$ cat config.mk
export PLATFORM = sky130hd
export DESIGN_NAME = machine_check_and_redundancy
export DESIGN_NICKNAME = d
export VERILOG_FILES = /design/src/include/machine_check_pkg.sv /design/src/rtl/machine_check_and_redundancy.sv
export VERILOG_INCLUDE_DIRS = /design/src /design/src/include
export SDC_FILE = /design/constraint.sdc
export NUM_CORES = 1
export LEC_CHECK = 0
export ABC_CLOCK_PERIOD_IN_PS = 1650
export BUFFER_PORTS_ARGS = -buffer_cell sky130_fd_sc_hd__buf_4
export CORE_MARGIN = 1.5
export CORE_UTILIZATION = 39
export DETAILED_ROUTE_END_ITERATION = 8
export HOLD_SLACK_MARGIN = 0.02
export PLACE_DENSITY = 0.73
export SLEW_MARGIN = 5
export SYNTH_ARGS = -nofsm -noshare
export SYNTH_HDL_FRONTEND = slang
export SYNTH_SLANG_ARGS = --single-unit
$ cat constraint.sdc
create_clock -name clk_in -period 1.65 [get_ports clk_in]
set_clock_uncertainty 0.2 [all_clocks]
set_input_delay 0.0825 -clock clk_in [delete_from_list [all_inputs] [get_ports clk_in]]
set_output_delay 0.0825 -clock clk_in [all_outputs]
set_load 0.02 [all_outputs]
$ cat src/include/machine_check_defs.svh
// constants of the machine check and redundancy checking block
`ifndef MACHINE_CHECK_DEFS_SVH
`define MACHINE_CHECK_DEFS_SVH

// exception vector, decimal 18
`define MC_VECTOR       8'h12

// fault cycle log field positions
`define CYC_VALID_BIT   0
`define CYC_MIO_BIT     1
`define CYC_DC_BIT      2
`define CYC_WR_BIT      3
`define CYC_LOCK_BIT    4

// model register read selects
`define SEL_ADDR_LOG    1'h0
`define SEL_CYCLE_LOG   1'h1

// reset values
`define LOG_VALID_RST   1'h0
`define MCE_RST         1'h0

// timing counts in clocks
`define STATUS_DELAY    2
`define MISMATCH_DELAY  2
`define ARM_DELAY       2

`endif

$ cat src/include/machine_check_pkg.sv
// types of the machine check and redundancy checking block
package machine_check_pkg;

  typedef enum logic [1:0] {
    MC_IDLE,
    MC_PENDING,
    MC_SERVICE,
    MC_SERVICE_QUEUED
  } mc_state_t;

endpackage

$ cat src/rtl/machine_check_and_redundancy.sv
// machine check logging, abort request and master/checker comparison
//
// Notes on behaviour
// - read parity error logs only when parity check enable was active
// - parity status is driven for every read, enable or not
// - machine check is delivered on vector 18
// - enable bit allows exception when 1, inhibits at 0, reset clears
// - abort, not restartable, no error code pushed
// - bus error, or parity error with checking enabled, latches logs always; exception only if enabled
// - latching logs sets log valid; contents undefined while clear
// - address and cycle logs are 64-bit read-only registers
// - reading the cycle log clears log valid
// - latch in same clock as read leaves valid set; reset clears it
// - cycle log holds memory/io, data/code, write/read and lock bits
// - bus error sampled at every burst ready, reads and writes
// - one pending machine check; one more remembered during service
// - bus error logs latch at last ready; next cycle may overwrite
// - checker tristates outputs and flags mismatches each clock
// - checker select low during reset picks checker, fixed at release
// - each mismatch gives one low error clock, two clocks later
// - error inactive in reset; armed three clocks after first strobe
// - compare pin value to core value; test data out excluded
`timescale 1ns/10ps
`include "machine_check_defs.svh"

module machine_check_and_redundancy
  import machine_check_pkg::*;
#(
  parameter int ADDR_W = 32,
  parameter int DATA_W = 64,
  parameter int PIN_W  = 16
) (
  input  wire logic              clk_in,
  input  wire logic              rst_n_in,
  input  wire logic              address_strobe_n_in,
  input  wire logic              burst_ready_n_in,
  input  wire logic              last_ready_in,
  input  wire logic              bus_error_n_in,
  input  wire logic              parity_check_enable_n_in,
  input  wire logic [ADDR_W-1:0] cycle_addr_in,
  input  wire logic              cycle_mio_in,
  input  wire logic              cycle_dc_in,
  input  wire logic              cycle_wr_in,
  input  wire logic              cycle_lock_in,
  input  wire logic [DATA_W-1:0] read_data_in,
  input  wire logic [DATA_W/8-1:0] read_parity_in,
  output logic                   parity_status_n_out,
  input  wire logic              mce_write_in,
  input  wire logic              mce_data_in,
  output logic                   machine_check_enable_out,
  input  wire logic              instr_boundary_in,
  input  wire logic              service_done_in,
  output logic                   mc_take_out,
  output logic [7:0]             mc_vector_out,
  output logic                   mc_abort_out,
  output logic                   mc_push_error_code_out,
  input  wire logic              model_register_read_in,
  input  wire logic              model_register_sel_in,
  output logic [63:0]            model_register_data_out,
  output logic                   model_register_valid_out,
  input  wire logic              checker_select_n_in,
  input  wire logic [PIN_W-1:0]  core_pins_in,
  input  wire logic [PIN_W-1:0]  pins_in,
  output logic [PIN_W-1:0]       pins_out,
  output logic [PIN_W-1:0]       pins_oe_out,
  input  wire logic              internal_parity_err_in,
  output logic                   internal_error_n_out
);

  initial begin
    if (ADDR_W < 1 || ADDR_W > 64 || DATA_W < 8 || DATA_W % 8 != 0 ||
        PIN_W < 1) begin
      $error("unsupported parameter values");
    end
  end

  // even parity check over every byte lane
  function automatic logic parity_bad(input logic [DATA_W-1:0] d,
                                      input logic [DATA_W/8-1:0] p);
    logic bad;
    bad = 1'b0;
    for (int i = 0; i < DATA_W / 8; i++) begin
      bad = bad | (^{d[i*8 +: 8], p[i]});
    end
    return bad;
  endfunction

  // ==========================================================
  // reset release
  logic rst_s1_r;
  logic rst_n;

  always_ff @(posedge clk_in or negedge rst_n_in) begin
    if (!rst_n_in) begin
      rst_s1_r <= 1'b0;
      rst_n    <= 1'b0;
    end else begin
      rst_s1_r <= 1'b1;
      rst_n    <= rst_s1_r;
    end
  end

  // ==========================================================
  // bus cycle events
  logic ready;
  logic read_beat;
  logic par_err;
  logic bus_err_now;
  logic cyc_err_r;
  logic latch;

  assign ready       = !burst_ready_n_in;
  assign read_beat   = ready && !cycle_wr_in;
  assign par_err     = read_beat && parity_bad(read_data_in, read_parity_in);
  assign bus_err_now = ready && !bus_error_n_in;
  // one latch per cycle, however many causes it had
  assign latch       = ready && last_ready_in &&
                       (cyc_err_r || bus_err_now ||
                        (par_err && !parity_check_enable_n_in));

  always_ff @(posedge clk_in or negedge rst_n) begin
    if (!rst_n) begin
      cyc_err_r <= 1'b0;
    end else if (ready && last_ready_in) begin
      cyc_err_r <= 1'b0;
    end else if (bus_err_now ||
                 (par_err && !parity_check_enable_n_in)) begin
      cyc_err_r <= 1'b1;
    end
  end

  // ==========================================================
  // parity status pipeline
  logic [`STATUS_DELAY-1:0] status_pipe_r;

  always_ff @(posedge clk_in or negedge rst_n) begin
    if (!rst_n) begin
      status_pipe_r <= '0;
    end else begin
      status_pipe_r <= {status_pipe_r[`STATUS_DELAY-2:0], par_err};
    end
  end

  assign parity_status_n_out = !status_pipe_r[`STATUS_DELAY-1];

  // ==========================================================
  // fault logs
  logic [63:0] fault_address_log_r;
  logic [4:1]  cycle_info_r;
  logic        log_valid_r;
  logic        cyc_read;

  assign cyc_read = model_register_read_in &&
                    model_register_sel_in == `SEL_CYCLE_LOG;

  always_ff @(posedge clk_in) begin
    if (latch) begin
      fault_address_log_r <= 64'(cycle_addr_in);
      cycle_info_r <= {cycle_lock_in, cycle_wr_in,
                       cycle_dc_in, cycle_mio_in};
    end
  end

  always_ff @(posedge clk_in or negedge rst_n) begin
    if (!rst_n) begin
      log_valid_r <= `LOG_VALID_RST;
    end else if (latch) begin
      log_valid_r <= 1'b1;
    end else if (cyc_read) begin
      log_valid_r <= 1'b0;
    end
  end

  // ==========================================================
  // model register read port
  logic [63:0] cycle_log;

  always_comb begin
    cycle_log = 64'h0000_0000_0000_0000;
    cycle_log[`CYC_VALID_BIT] = log_valid_r;
    cycle_log[`CYC_MIO_BIT]   = cycle_info_r[1];
    cycle_log[`CYC_DC_BIT]    = cycle_info_r[2];
    cycle_log[`CYC_WR_BIT]    = cycle_info_r[3];
    cycle_log[`CYC_LOCK_BIT]  = cycle_info_r[4];
  end

  always_ff @(posedge clk_in or negedge rst_n) begin
    if (!rst_n) begin
      model_register_data_out  <= 64'h0000_0000_0000_0000;
      model_register_valid_out <= 1'b0;
    end else begin
      model_register_valid_out <= model_register_read_in;
      if (model_register_read_in) begin
        model_register_data_out <= cyc_read ? cycle_log
                                            : fault_address_log_r;
      end
    end
  end

  // ==========================================================
  // machine check enable and exception sequencing
  logic      mce_r;
  logic      raise;
  mc_state_t mc_state_r;

  always_ff @(posedge clk_in or negedge rst_n) begin
    if (!rst_n) begin
      mce_r <= `MCE_RST;
    end else if (mce_write_in) begin
      mce_r <= mce_data_in;
    end
  end

  assign machine_check_enable_out = mce_r;
  assign raise = latch && mce_r;

  always_ff @(posedge clk_in or negedge rst_n) begin
    if (!rst_n) begin
      mc_state_r <= MC_IDLE;
    end else begin
      unique case (mc_state_r)
        MC_IDLE: begin
          if (raise) begin
            mc_state_r <= MC_PENDING;
          end
        end
        MC_PENDING: begin
          if (instr_boundary_in) begin
            mc_state_r <= MC_SERVICE;
          end
        end
        MC_SERVICE: begin
          if (service_done_in) begin
            mc_state_r <= raise ? MC_PENDING : MC_IDLE;
          end else if (raise) begin
            mc_state_r <= MC_SERVICE_QUEUED;
          end
        end
        MC_SERVICE_QUEUED: begin
          if (service_done_in) begin
            mc_state_r <= MC_PENDING;
          end
        end
      endcase
    end
  end

  assign mc_take_out            = mc_state_r == MC_PENDING &&
                                  instr_boundary_in;
  assign mc_vector_out          = `MC_VECTOR;
  assign mc_abort_out           = mc_take_out;
  assign mc_push_error_code_out = 1'b0;

  // ==========================================================
  // master/checker configuration and comparison
  logic                       checker_mode_r;
  logic                       armed_r;
  logic [`ARM_DELAY-1:0]      ads_hist_r;
  logic                       mismatch;
  logic [`MISMATCH_DELAY-1:0] err_pipe_r;

  // follows the strap while in reset, frozen from the release on
  always_ff @(posedge clk_in) begin
    if (!rst_n) begin
      checker_mode_r <= !checker_select_n_in;
    end
  end

  assign pins_out    = core_pins_in;
  assign pins_oe_out = checker_mode_r ? '0 : '1;

  always_ff @(posedge clk_in or negedge rst_n) begin
    if (!rst_n) begin
      ads_hist_r <= '0;
      armed_r    <= 1'b0;
    end else begin
      ads_hist_r <= {ads_hist_r[`ARM_DELAY-2:0], !address_strobe_n_in};
      if (ads_hist_r[`ARM_DELAY-1]) begin
        armed_r <= 1'b1;
      end
    end
  end

  // compare against the core value, never a scan value
  assign mismatch = checker_mode_r && armed_r &&
                    (pins_in != core_pins_in);

  always_ff @(posedge clk_in or negedge rst_n) begin
    if (!rst_n) begin
      err_pipe_r <= '0;
    end else begin
      err_pipe_r <= {err_pipe_r[`MISMATCH_DELAY-2:0], mismatch};
    end
  end

  // internal parity errors bypass the arming delay
  assign internal_error_n_out = !rst_n ? 1'b1 :
                                !(err_pipe_r[`MISMATCH_DELAY-1] ||
                                  internal_parity_err_in);
endmodule // machine_check_and_redundancy

==> flow_metrics.env, run 1 <==
export IMPL_power_frac_seq_pct=44.1
export IMPL_rsz0062_at_grt="yes"
export IMPL_firstDrtPassIters=3
export IMPL_die_y_um=109
export IMPL_p_sw_mw=1.65
export IMPL_cts_buffer_depth=2
export IMPL_yosysSeqAreaShare_pct=52.5
export IMPL_grt_overflow_total=0
export IMPL_synthSimpleGateAreaFrac_pct=5.58
export IMPL_powerDensity_nw_per_um2=816
export IMPL_die_w_um=109
export IMPL_numCtsBuffers=9
export IMPL_drc=0
export IMPL_regArea_sq_um=2290
export IMPL_synth_top_family_by_area="XOR/XNOR gates"
export IMPL_clockRootBuffer="clkbuf_8"
export IMPL_die_area_sq_um=11800
export IMPL_finalSetupViolCount=39
export IMPL_fillers=899
export IMPL_finalCritPeriodShare_pct=114
export IMPL_cts_sinks=84
export IMPL_htree_levels=3
export IMPL_via_per_inst=4.29
export IMPL_io_pins=266
export IMPL_antenna_found_initial=0
export IMPL_max_freq_ghz=0.530
export IMPL_most_common_layout_cells="223 x buf_4, 49 x dlygate4sd3_1, 46 x dfrtp_1, 42 x conb_1, 37 x edfxtp_1"
export IMPL_crit_required_ns=1.50
export IMPL_area_growth_pct=54.5
export IMPL_cp_start_kind="input pin"
export IMPL_multiInputGateArea_sq_um=1650
export IMPL_ir_drop_mv=0.385
export IMPL_mostFrequentLayoutCell="buf_4"
export IMPL_hpwlAfterDp_um=7620
export IMPL_outcome="finished with violations"
export IMPL_grt_max_degree=28
export IMPL_pwr_share_comb_pct=32.2
export IMPL_numPlacedInstances=717
export IMPL_report_final_slew_viol_count=0
export IMPL_synthMuxAreaShare_pct=1.61
export IMPL_synthXorXnorAreaFrac_pct=17.0
export IMPL_grt_usage_pct=16.2
export IMPL_placed_area_sq_um=5860
export IMPL_yosys_area_share_adder_pct=1.15
export IMPL_initial_core_util_pct=40.2
export IMPL_power_internal_mw=3.84
export IMPL_stdcell_area_sq_um=6720
export IMPL_drtAntennaViolNets=0
export IMPL_clk_pin_slew_ns=0.09
export IMPL_via_count=3360
export IMPL_drv_cap=0
export IMPL_port_buffers=224
export IMPL_synth_warnings=0
export IMPL_drtIter0Drc=47
export IMPL_power_mw=5.49
export IMPL_hold_class="input pin to flip-flop"
export IMPL_arrival_ns=1.73
export IMPL_grt_first_pass_wirelength_um=14500
export IMPL_crit_type="input pin to flip-flop"
export IMPL_power_leakage_nw=3.26
export IMPL_hold_viol=1
export IMPL_clkLatencyLatePin_ns=0.35
export IMPL_power_frac_clock_pct=23.6
export IMPL_core_sq_um=10800
export IMPL_placementRows=38
export IMPL_critPathCaptureType="flip-flop"
export IMPL_drive_gt1_share_pct=42.8
export IMPL_netlist_area_sq_um=4350
export IMPL_violations="negative hold slack, negative setup slack"
export IMPL_synth_seq_cells=84
export IMPL_routedWlPerCell_um=12.9
export IMPL_cts_hold_buf=49
export IMPL_final_setup_worst_slack_ns=-0.236
export IMPL_totalWireLength_um=10100
export IMPL_synth_compound_area_share_pct=5.38
export IMPL_p_sw_share_pct=30.1
export IMPL_final_min_clock_period_ns=1.89
export IMPL_fin_tns_setup_ns=-8.35
export IMPL_syn_area_per_cell_sq_um=11.3
export IMPL_nets=797
export IMPL_syn_inst=385
export IMPL_path_max_fanout=23
export IMPL_cts_tree="built"
export IMPL_fin_hold_ws_ns=-0.145
export IMPL_final_cells=783
export IMPL_gp_congestion=0.781
export IMPL_grt_pass1_vias=3289
export IMPL_synth_cell_type_count=30
export IMPL_num_antenna_cells=0
cell type report:
class	count	share of cell area, %
Multi-Input combinational cell	222	24.5
Inverter	38	2.18
Clock buffer	9	1.84
Tap cell	140	2.61
Sequential cell	84	34.0
Clock inverter	7	0.744
Timing Repair Buffer	283	34.1
state kept, by name, summed over array words and instances, names as in the netlist:
signal	flops
mc_state_r	2
rst_s1_r	1
fault_address_log_r	32
cycle_info_r	4
checker_mode_r	1
err_pipe_r	2
machine_check_enable_out	1
armed_r	1
status_pipe_r	2
rst_n	1
ads_hist_r	2
log_valid_r	1
cyc_err_r	1
model_register_data_out	32
model_register_valid_out	1
Yosys cell counts:
master	count	area, sq um
nor2b_1	2	12.5
nand2_1	29	109
nor3_1	3	15.0
ha_1	4	50.1
a311oi_1	1	8.76
a21oi_1	5	25.0
conb_1	2	7.51
buf_1	1	3.75
or2_2	1	6.26
xnor3_1	8	180
inv_1	38	143
nand4_1	3	18.8
a31oi_2	1	12.5
buf_4	73	548
a21o_1	2	15.0
edfxtp_1	37	1110
nor2_1	10	37.5
o21ai_2	1	8.76
and3_1	1	6.26
a21boi_0	1	7.51
dfrtp_1	47	1180
o21ai_0	30	150
clkbuf_1	7	26.3
xnor2_1	32	280
nand2b_1	1	6.26
o22ai_1	1	6.26
nor4_1	4	25.0
xor2_1	32	280
and2_1	1	6.26
mux2i_1	7	70.1
stage by stage:
step	util, %	setup WS [ns]
global placement	54.1	-0.600
detailed placement	54.1	-0.587
CTS	60.8	-0.162
global route	62.0	-0.307
finish	62.0	-0.236
floorplan	-	-0.737
cells by family (layout without fill, tap and decap cells):
group | Yosys count | in the layout
DFF | 84 | 84
other | 2 | 42
adders and majority gates | 4 | 4
and+or+nand+nor | 55 | 55
AOI/OAI and AO/OA | 42 | 42
muxes | 7 | 7
buffers and inverters | 119 | 337
xor gates and xnor gates | 72 | 72
path summary, 6_finish.rpt:
check / to / slack (ns) / from / cells after the start
setup / recovery: fault_address_log_r[18] / -0.24 / read_data_in[6] / 8
hold / removal: cyc_err_r / -0.15 / parity_check_enable_n_in / 4
setup reg to reg: mc_state_r[0] / -0.10 / mc_state_r[0] / 6
hold reg to reg: mc_state_r[0] / 0.10 / rst_n / 1
max in group asynchronous: rst_n / 0.72 / rst_n_in / 3
min in group asynchronous: mc_state_r[0] / 0.10 / rst_n / 1
per-layer routing:
layer	routed length, um	GRT usage, %	up-vias
met4	165	6.58	0
met2	5480	31.2	151
li1	-	-	1632
met1	3720	17.2	1563
met3	710	3.11	14
met5	0	0	-
critical path, stage by stage:
cell and delay [ns]:
buf_6 0.10, xnor2_2 0.14, xnor3_1 0.46, xnor2_2 0.16, nand4_1 0.16, o21ai_2 0.11
a31oi_4 0.28, buf_8 0.23
repair_timing:
item                                   in CTS  in global routing
resized for setup                          13                 21
setup endpoints to repair                  41                 56
endpoints found under the hold margin      67                  1
setup buffers                               2                  0
pin swaps                                   3                 27
power groups by stage:
stage          registers (mW)  clock network, mW  logic (mW)
6_report                 2.42               1.30        1.77
5_1_grt                  2.44               1.42        1.92
4_1_cts                  2.42               1.34        1.71
3_5_place_dp             2.46                  0        1.55
3_3_place_gp             2.45                  0        1.51
2_1_floorplan            2.54                  0       0.922
No activity file was read; power rests on OpenSTA's default activity.
==> inputs of run 2 (changes only) <==
- CORE_MARGIN: 1.5 -> 3
==> run 2 against run 1 <==
  * The flow still finishes with violations (negative hold slack, negative setup slack)
  * Clock power increased by 5%
  * Register-to-register slack got worse by 0.04 ns
  * Fmax increased by 3.9%
  * Worst setup slack improved by 0.071 ns
  * Non-clock buffer count increased by 4
  * Critical endpoint is now mc_state_r[1]
  * Clock-buffer cell count increased by 1
  * Cell count unchanged
  * Combinational power increased by 2%
  * Utilization increased by 1.2 points
  * Highest routed layer unchanged
  * Routed wire length increased by 9.5%
  * Critical path depth increased by 1
  * Global-route usage increased by 0.71 points
==> flow_metrics.env, run 2 (synthesis gave the netlist of run 1 again) <==
export IMPL_hpwlAfterDp_um=8610
export IMPL_power_leakage_nw=3.24
export IMPL_fin_hold_ws_ns=-0.117
export IMPL_path_max_fanout=5
export IMPL_grtUsageMet3_pct=3.42
export IMPL_firstDrtPassIters=4
export IMPL_finalCritPeriodShare_pct=110
export IMPL_ff2ff_path_depth=6
export IMPL_report_final_slew_viol_count=0
export IMPL_totalWireLength_um=11000
export IMPL_io_pins=266
export IMPL_finalSetupViolCount=39
export IMPL_crit_required_ns=1.67
export IMPL_reg2reg_setup_slack_ns=-0.14
export IMPL_via_count=3386
export IMPL_crit_type="input pin to flip-flop"
export IMPL_htree_levels=3
export IMPL_area_growth_pct=53.9
export IMPL_numCtsBuffers=9
export IMPL_port_buffers=224
export IMPL_grt_usage_pct=16.9
export IMPL_fin_tns_setup_ns=-5.35
export IMPL_die_y_um=112
export IMPL_most_common_layout_cells="226 x buf_4, 49 x dlygate4sd3_1, 46 x dfrtp_1, 42 x conb_1, 37 x edfxtp_1"
export IMPL_clkLatencyLatePin_ns=0.35
export IMPL_initial_core_util_pct=41.1
export IMPL_max_freq_ghz=0.551
export IMPL_final_setup_worst_slack_ns=-0.165
export IMPL_rsz0062_at_grt="yes"
export IMPL_rr_endpoint="mc_state_r[1]"
export IMPL_use_met2_pct=33.1
export IMPL_drtAntennaViolNets=0
export IMPL_num_antenna_cells=0
export IMPL_cp_start_kind="input pin"
export IMPL_die_w_um=112
export IMPL_hold_class="input pin to flip-flop"
export IMPL_clockRootBuffer="clkbuf_8"
export IMPL_drc=0
export IMPL_antenna_found_initial=0
export IMPL_cts_hold_buf=49
export IMPL_die_area_sq_um=12500
export IMPL_cts_sinks=84
export IMPL_grtUsageMet1_pct=18.2
export IMPL_power_mw=5.61
export IMPL_final_min_clock_period_ns=1.82
export IMPL_holdPathStages=4
export IMPL_grt_overflow_total=0
export IMPL_cts_buffer_depth=2
export IMPL_violations="negative hold slack, negative setup slack"
export IMPL_drive_gt1_share_pct=41.9
export IMPL_cts_tree="built"
export IMPL_critPathCaptureType="flip-flop"
export IMPL_drtIter0Drc=118
export IMPL_grt_busiest_layer="met2"
export IMPL_placementRows=37
export IMPL_grt_first_pass_wirelength_um=16900
export IMPL_hold_viol=1
export IMPL_rr_startpoint="mc_state_r[0]"
export IMPL_final_core_utilization_pct=63.2
export IMPL_ir_drop_mv=0.565
export IMPL_nets=801
export IMPL_reg_top3="fault_address_log_r: 32 flops, model_register_data_out: 32 flops, cycle_info_r: 4 flops"
export IMPL_routedWlPerCell_um=14.1
export IMPL_mostFrequentLayoutCell="buf_4"
export IMPL_via_per_inst=4.32
export IMPL_powerDensity_nw_per_um2=837
export IMPL_core_sq_um=10600
export IMPL_grt_pass1_vias=3603
export IMPL_hold_path_end="cyc_err_r"
export IMPL_grt_max_degree=32
export IMPL_drv_cap=0
export IMPL_outcome="finished with violations"
export IMPL_hold_start="parity_check_enable_n_in"
export IMPL_gp_congestion=0.762
export IMPL_arrival_ns=1.84
export IMPL_clk_pin_slew_ns=0.09
## run 2: changes by cell type in the layout (fill, tap and decap cells not counted), sizes merged
cell / change
clkbuf: +1
buf: +4
inv: +1
clkinv: -1
clkinvlp: -1
## run 2: power breakdown
part           leakage (nW)  total, mW  internal [mW]  switching (mW)
combinational          2.22       1.81          0.982           0.833
sequential            0.926       2.42           2.34          0.0794
clock                0.0950       1.37          0.605           0.770
total                  3.24       5.61           3.93            1.68
## run 2: through the flow
step | setup slack, ns | cell area (sq um) | cells | hold slack [ns]
detailed placement | -0.659 | 5880 | 714 | -0.332
floorplan | -0.737 | 4510 | 425 | -0.413
CTS | -0.164 | 6650 | 782 | -0.128
finish | -0.165 | 6700 | 783 | -0.117
global route | -0.266 | 6700 | 783 | -0.115
global placement | -0.587 | 5880 | 714 | -0.334
## run 2: worst max-delay path by stage
stage                     cells after the start  slack [ns]       endpoint        startpoint
final                                         9       -0.17  mc_state_r[1]   read_data_in[1]
after detailed placement                      9       -0.66  mc_state_r[0]  read_data_in[17]
after global placement                        9       -0.59  mc_state_r[0]  read_data_in[17]
after global routing                          9       -0.27  mc_state_r[0]  read_data_in[52]
after CTS                                     9       -0.16  mc_state_r[0]   read_data_in[9]
after floorplan                               8       -0.74  mc_state_r[0]  read_data_in[28]
## run 2: what timing repair did
| item | in CTS | in global routing |
|---|---|---|
| gates resized for setup | 17 | 7 |
| endpoints found under the setup margin | 41 | 57 |
| endpoints found under the hold margin | 53 | 1 |
| pin swaps | 6 | 8 |
| buffers inserted | 3 | 1 |
## run 2: layer usage
metal / wire, um / vias up
met3: 773 / 10
met5: 0 / -
met1: 3840 / 1590
li1: - / 1636
met4: 144 / 0
met2: 6280 / 150
## run 2: layout make-up
class | instances | area (sq um)
Clock buffer | 10 | 138
Timing Repair Buffer | 287 | 2330
Multi-Input combinational cell | 222 | 1580
Fill cell | 840 | 3900
Inverter | 38 | 146
Tap cell | 136 | 170
Sequential cell | 84 | 2290
Clock inverter | 6 | 46.3
## run 2: worst max-delay path, stage by stage
cell	delay, ns
buf_4	0.11
xor2_1	0.15
xnor3_1	0.42
xnor2_1	0.19
nand4_1	0.15
o21ai_2	0.23
a31oi_4	0.16
a21o_1	0.22
mux2i_1	0.12
==> inputs of run 3 (changes only) <==
- SETUP_SLACK_MARGIN: default -> 0.5
==> run 3 against run 2 <==
  * The run still ends with negative hold slack, negative setup slack left
  * Sequential share of layout area is 2.3 points lower
  * Clock power is 20% higher
  * Cell area is 7.2% higher
  * Cell count is 2.4% higher
  * Flip-flop and latch count stayed put
  * Non-clock buffer count is 18 higher
  * Clock-buffer cell count is 1 lower
  * Combinational power is 8% higher
  * Highest routed layer unchanged
  * Sequential power hardly changed
  * Worst setup slack worse by 0.063 ns
  * Via count is 3.7% higher
  * Utilization is 4.6 points higher
  * Largest power group unchanged
==> flow_metrics.env, run 3 (synthesis gave the netlist of run 1 again) <==
export IMPL_p_sw_mw=1.75
export IMPL_p_sw_share_pct=28.8
export IMPL_placementRows=37
export IMPL_rsz0062_at_grt="yes"
export IMPL_power_leakage_nw=3.45
export IMPL_clk_pin_slew_ns=0.08
export IMPL_drc=0
export IMPL_cp_slowest_cell="xnor3_1"
export IMPL_totalWireLength_um=11700
export IMPL_power_frac_clock_pct=27.2
export IMPL_hold_path_end="status_pipe_r[0]"
export IMPL_hpwlAfterDp_um=8200
export IMPL_ir_drop_mv=0.554
export IMPL_cts_buffer_depth=2
export IMPL_antenna_found_initial=0
export IMPL_hold_viol=9
export IMPL_area_growth_pct=65.0
export IMPL_via_count=3510
export IMPL_cts_tree="built"
export IMPL_crit_required_ns=1.50
export IMPL_rr_endpoint="mc_state_r[0]"
export IMPL_finalSetupViolCount=39
export IMPL_clockRootBuffer="clkbuf_8"
export IMPL_core_sq_um=10600
export IMPL_violations="negative hold slack, negative setup slack"
export IMPL_drtIter0Drc=134
export IMPL_drtAntennaViolNets=0
export IMPL_rr_startpoint="mc_state_r[0]"
export IMPL_initial_core_util_pct=41.1
export IMPL_htree_levels=3
export IMPL_hold_class="input pin to flip-flop"
export IMPL_io_pins=266
export IMPL_drive_gt1_share_pct=45.0
export IMPL_final_setup_worst_slack_ns=-0.228
export IMPL_max_freq_ghz=0.533
export IMPL_fin_hold_ws_ns=-0.277
export IMPL_most_common_layout_cells="188 x buf_4, 67 x buf_6, 46 x dfrtp_1, 46 x dlygate4sd3_1, 42 x conb_1"
export IMPL_power_frac_seq_pct=40.3
export IMPL_via_per_inst=4.38
export IMPL_final_min_clock_period_ns=1.88
export IMPL_maxSlewHeadroom_pct=55.7
export IMPL_critPathCaptureType="flip-flop"
export IMPL_die_y_um=112
export IMPL_finalCritPeriodShare_pct=114
export IMPL_pwr_share_comb_pct=32.4
export IMPL_port_buffers=224
export IMPL_worst_pin_slew_ns=0.665
export IMPL_die_area_sq_um=12500
export IMPL_routedWlPerCell_um=14.6
export IMPL_outcome="finished with violations"
export IMPL_clkLatencyLatePin_ns=0.36
export IMPL_power_internal_mw=4.31
export IMPL_grt_first_pass_wirelength_um=17600
export IMPL_grt_usage_pct=17.6
export IMPL_grt_overflow_total=0
export IMPL_drv_cap=0
export IMPL_nets=820
export IMPL_reg2reg_setup_slack_ns=-0.07
export IMPL_holdPathStages=2
export IMPL_cts_sinks=84
export IMPL_num_antenna_cells=0
export IMPL_hold_start="cycle_wr_in"
export IMPL_firstDrtPassIters=4
export IMPL_arrival_ns=1.73
export IMPL_powerDensity_nw_per_um2=843
export IMPL_cp_start_kind="input pin"
export IMPL_die_w_um=112
export IMPL_final_cells=802
export IMPL_fin_tns_setup_ns=-7.91
export IMPL_mostFrequentLayoutCell="buf_4"
export IMPL_numCtsBuffers=9
export IMPL_report_final_slew_viol_count=0
export IMPL_slowest_delay_ns=0.43
export IMPL_path_max_fanout=29
export IMPL_reg_top3="fault_address_log_r: 32 flops, model_register_data_out: 32 flops, cycle_info_r: 4 flops"
export IMPL_crit_type="input pin to flip-flop"
export IMPL_grt_max_degree=32
export IMPL_grt_pass1_vias=3681
export IMPL_numPlacedInstances=710
export IMPL_crit_chain="buf_8, xnor2_4, xnor3_1, xnor2_1, nand4_1, o21ai_2, a31oi_4, buf_12"
export IMPL_ff2ff_path_depth=6
export IMPL_gp_congestion=0.816
## run 3: cell types whose count changed in the layout (fill, tap and decap cells not counted), moves of 2 or more
cell           before  now
xnor2_2             7   10
clkinv_2            2    0
xnor2_1            25   21
buf_4             226  188
dlygate4sd3_1      49   46
bufinv_16           0    2
buf_6              11   67
## run 3: per-layer routing
metal | global-route usage, % | share of wire (%) | up-vias
li1 | - | - | 1673
met1 | 17.1 | 32 | 1622
met2 | 35.1 | 57 | 191
met3 | 5.33 | 8.7 | 24
met4 | 5.19 | 2.4 | 0
met5 | 0 | 0 | -
## run 3: worst max-delay path by stage
stage	cells past startpoint	end	from	slack, ns
after detailed placement	9	mc_state_r[0]	read_data_in[49]	-0.66
after floorplan	8	mc_state_r[0]	read_data_in[28]	-0.74
after CTS	9	mc_state_r[0]	read_data_in[11]	-0.21
final	8	fault_address_log_r[23]	read_data_in[11]	-0.23
after global placement	9	mc_state_r[0]	read_data_in[49]	-0.59
after global routing	8	fault_address_log_r[11]	read_data_in[41]	-0.31
## run 3: metrics by stage
stage	setup slack (ns)	power (mW)	area, sq um	util [%]
final	-0.228	6.06	7180	67.8
after global routing	-0.311	6.34	7180	67.8
after CTS	-0.207	5.98	6950	65.5
after detailed placement	-0.661	4.06	5880	55.5
after global placement	-0.591	4.00	5880	55.5
after floorplan	-0.737	3.52	4610	-
## run 3: cell type report
class                           instances  area (sq um)
Multi-Input combinational cell        222          1640
Inverter                               38           151
Sequential cell                        84          2290
Timing Repair inverter                  1          7.51
Clock buffer                            9           124
Fill cell                             757          3420
Clock inverter                          7           105
Timing Repair Buffer                  305          2690
Tap cell                              136           170
## run 3: critical path: cells and delay by family
kind	cells	cell delay (ns)
AOI/OAI and AO/OA	2	0.40
xor gates and xnor gates	3	0.72
buffers and inverters	2	0.34
and+or+nand+nor	1	0.16
## run 3: power groups by stage
stage	registers [mW]	clock network [mW]	logic, mW
floorplan	2.56	0	0.969
detailed placement	2.48	0	1.58
finish	2.44	1.65	1.96
global placement	2.47	0	1.52
CTS	2.44	1.69	1.84
global route	2.46	1.77	2.10
## run 3: repair_timing
item                                    in CTS  in global routing
setup buffers                               16                 12
endpoints found under the hold margin       71                 11
pin swaps                                    9                  5
gates resized for setup                     69                 23
endpoints found under the setup margin      96                149
cloned                                       1                  0
hold buffers                                44                  3
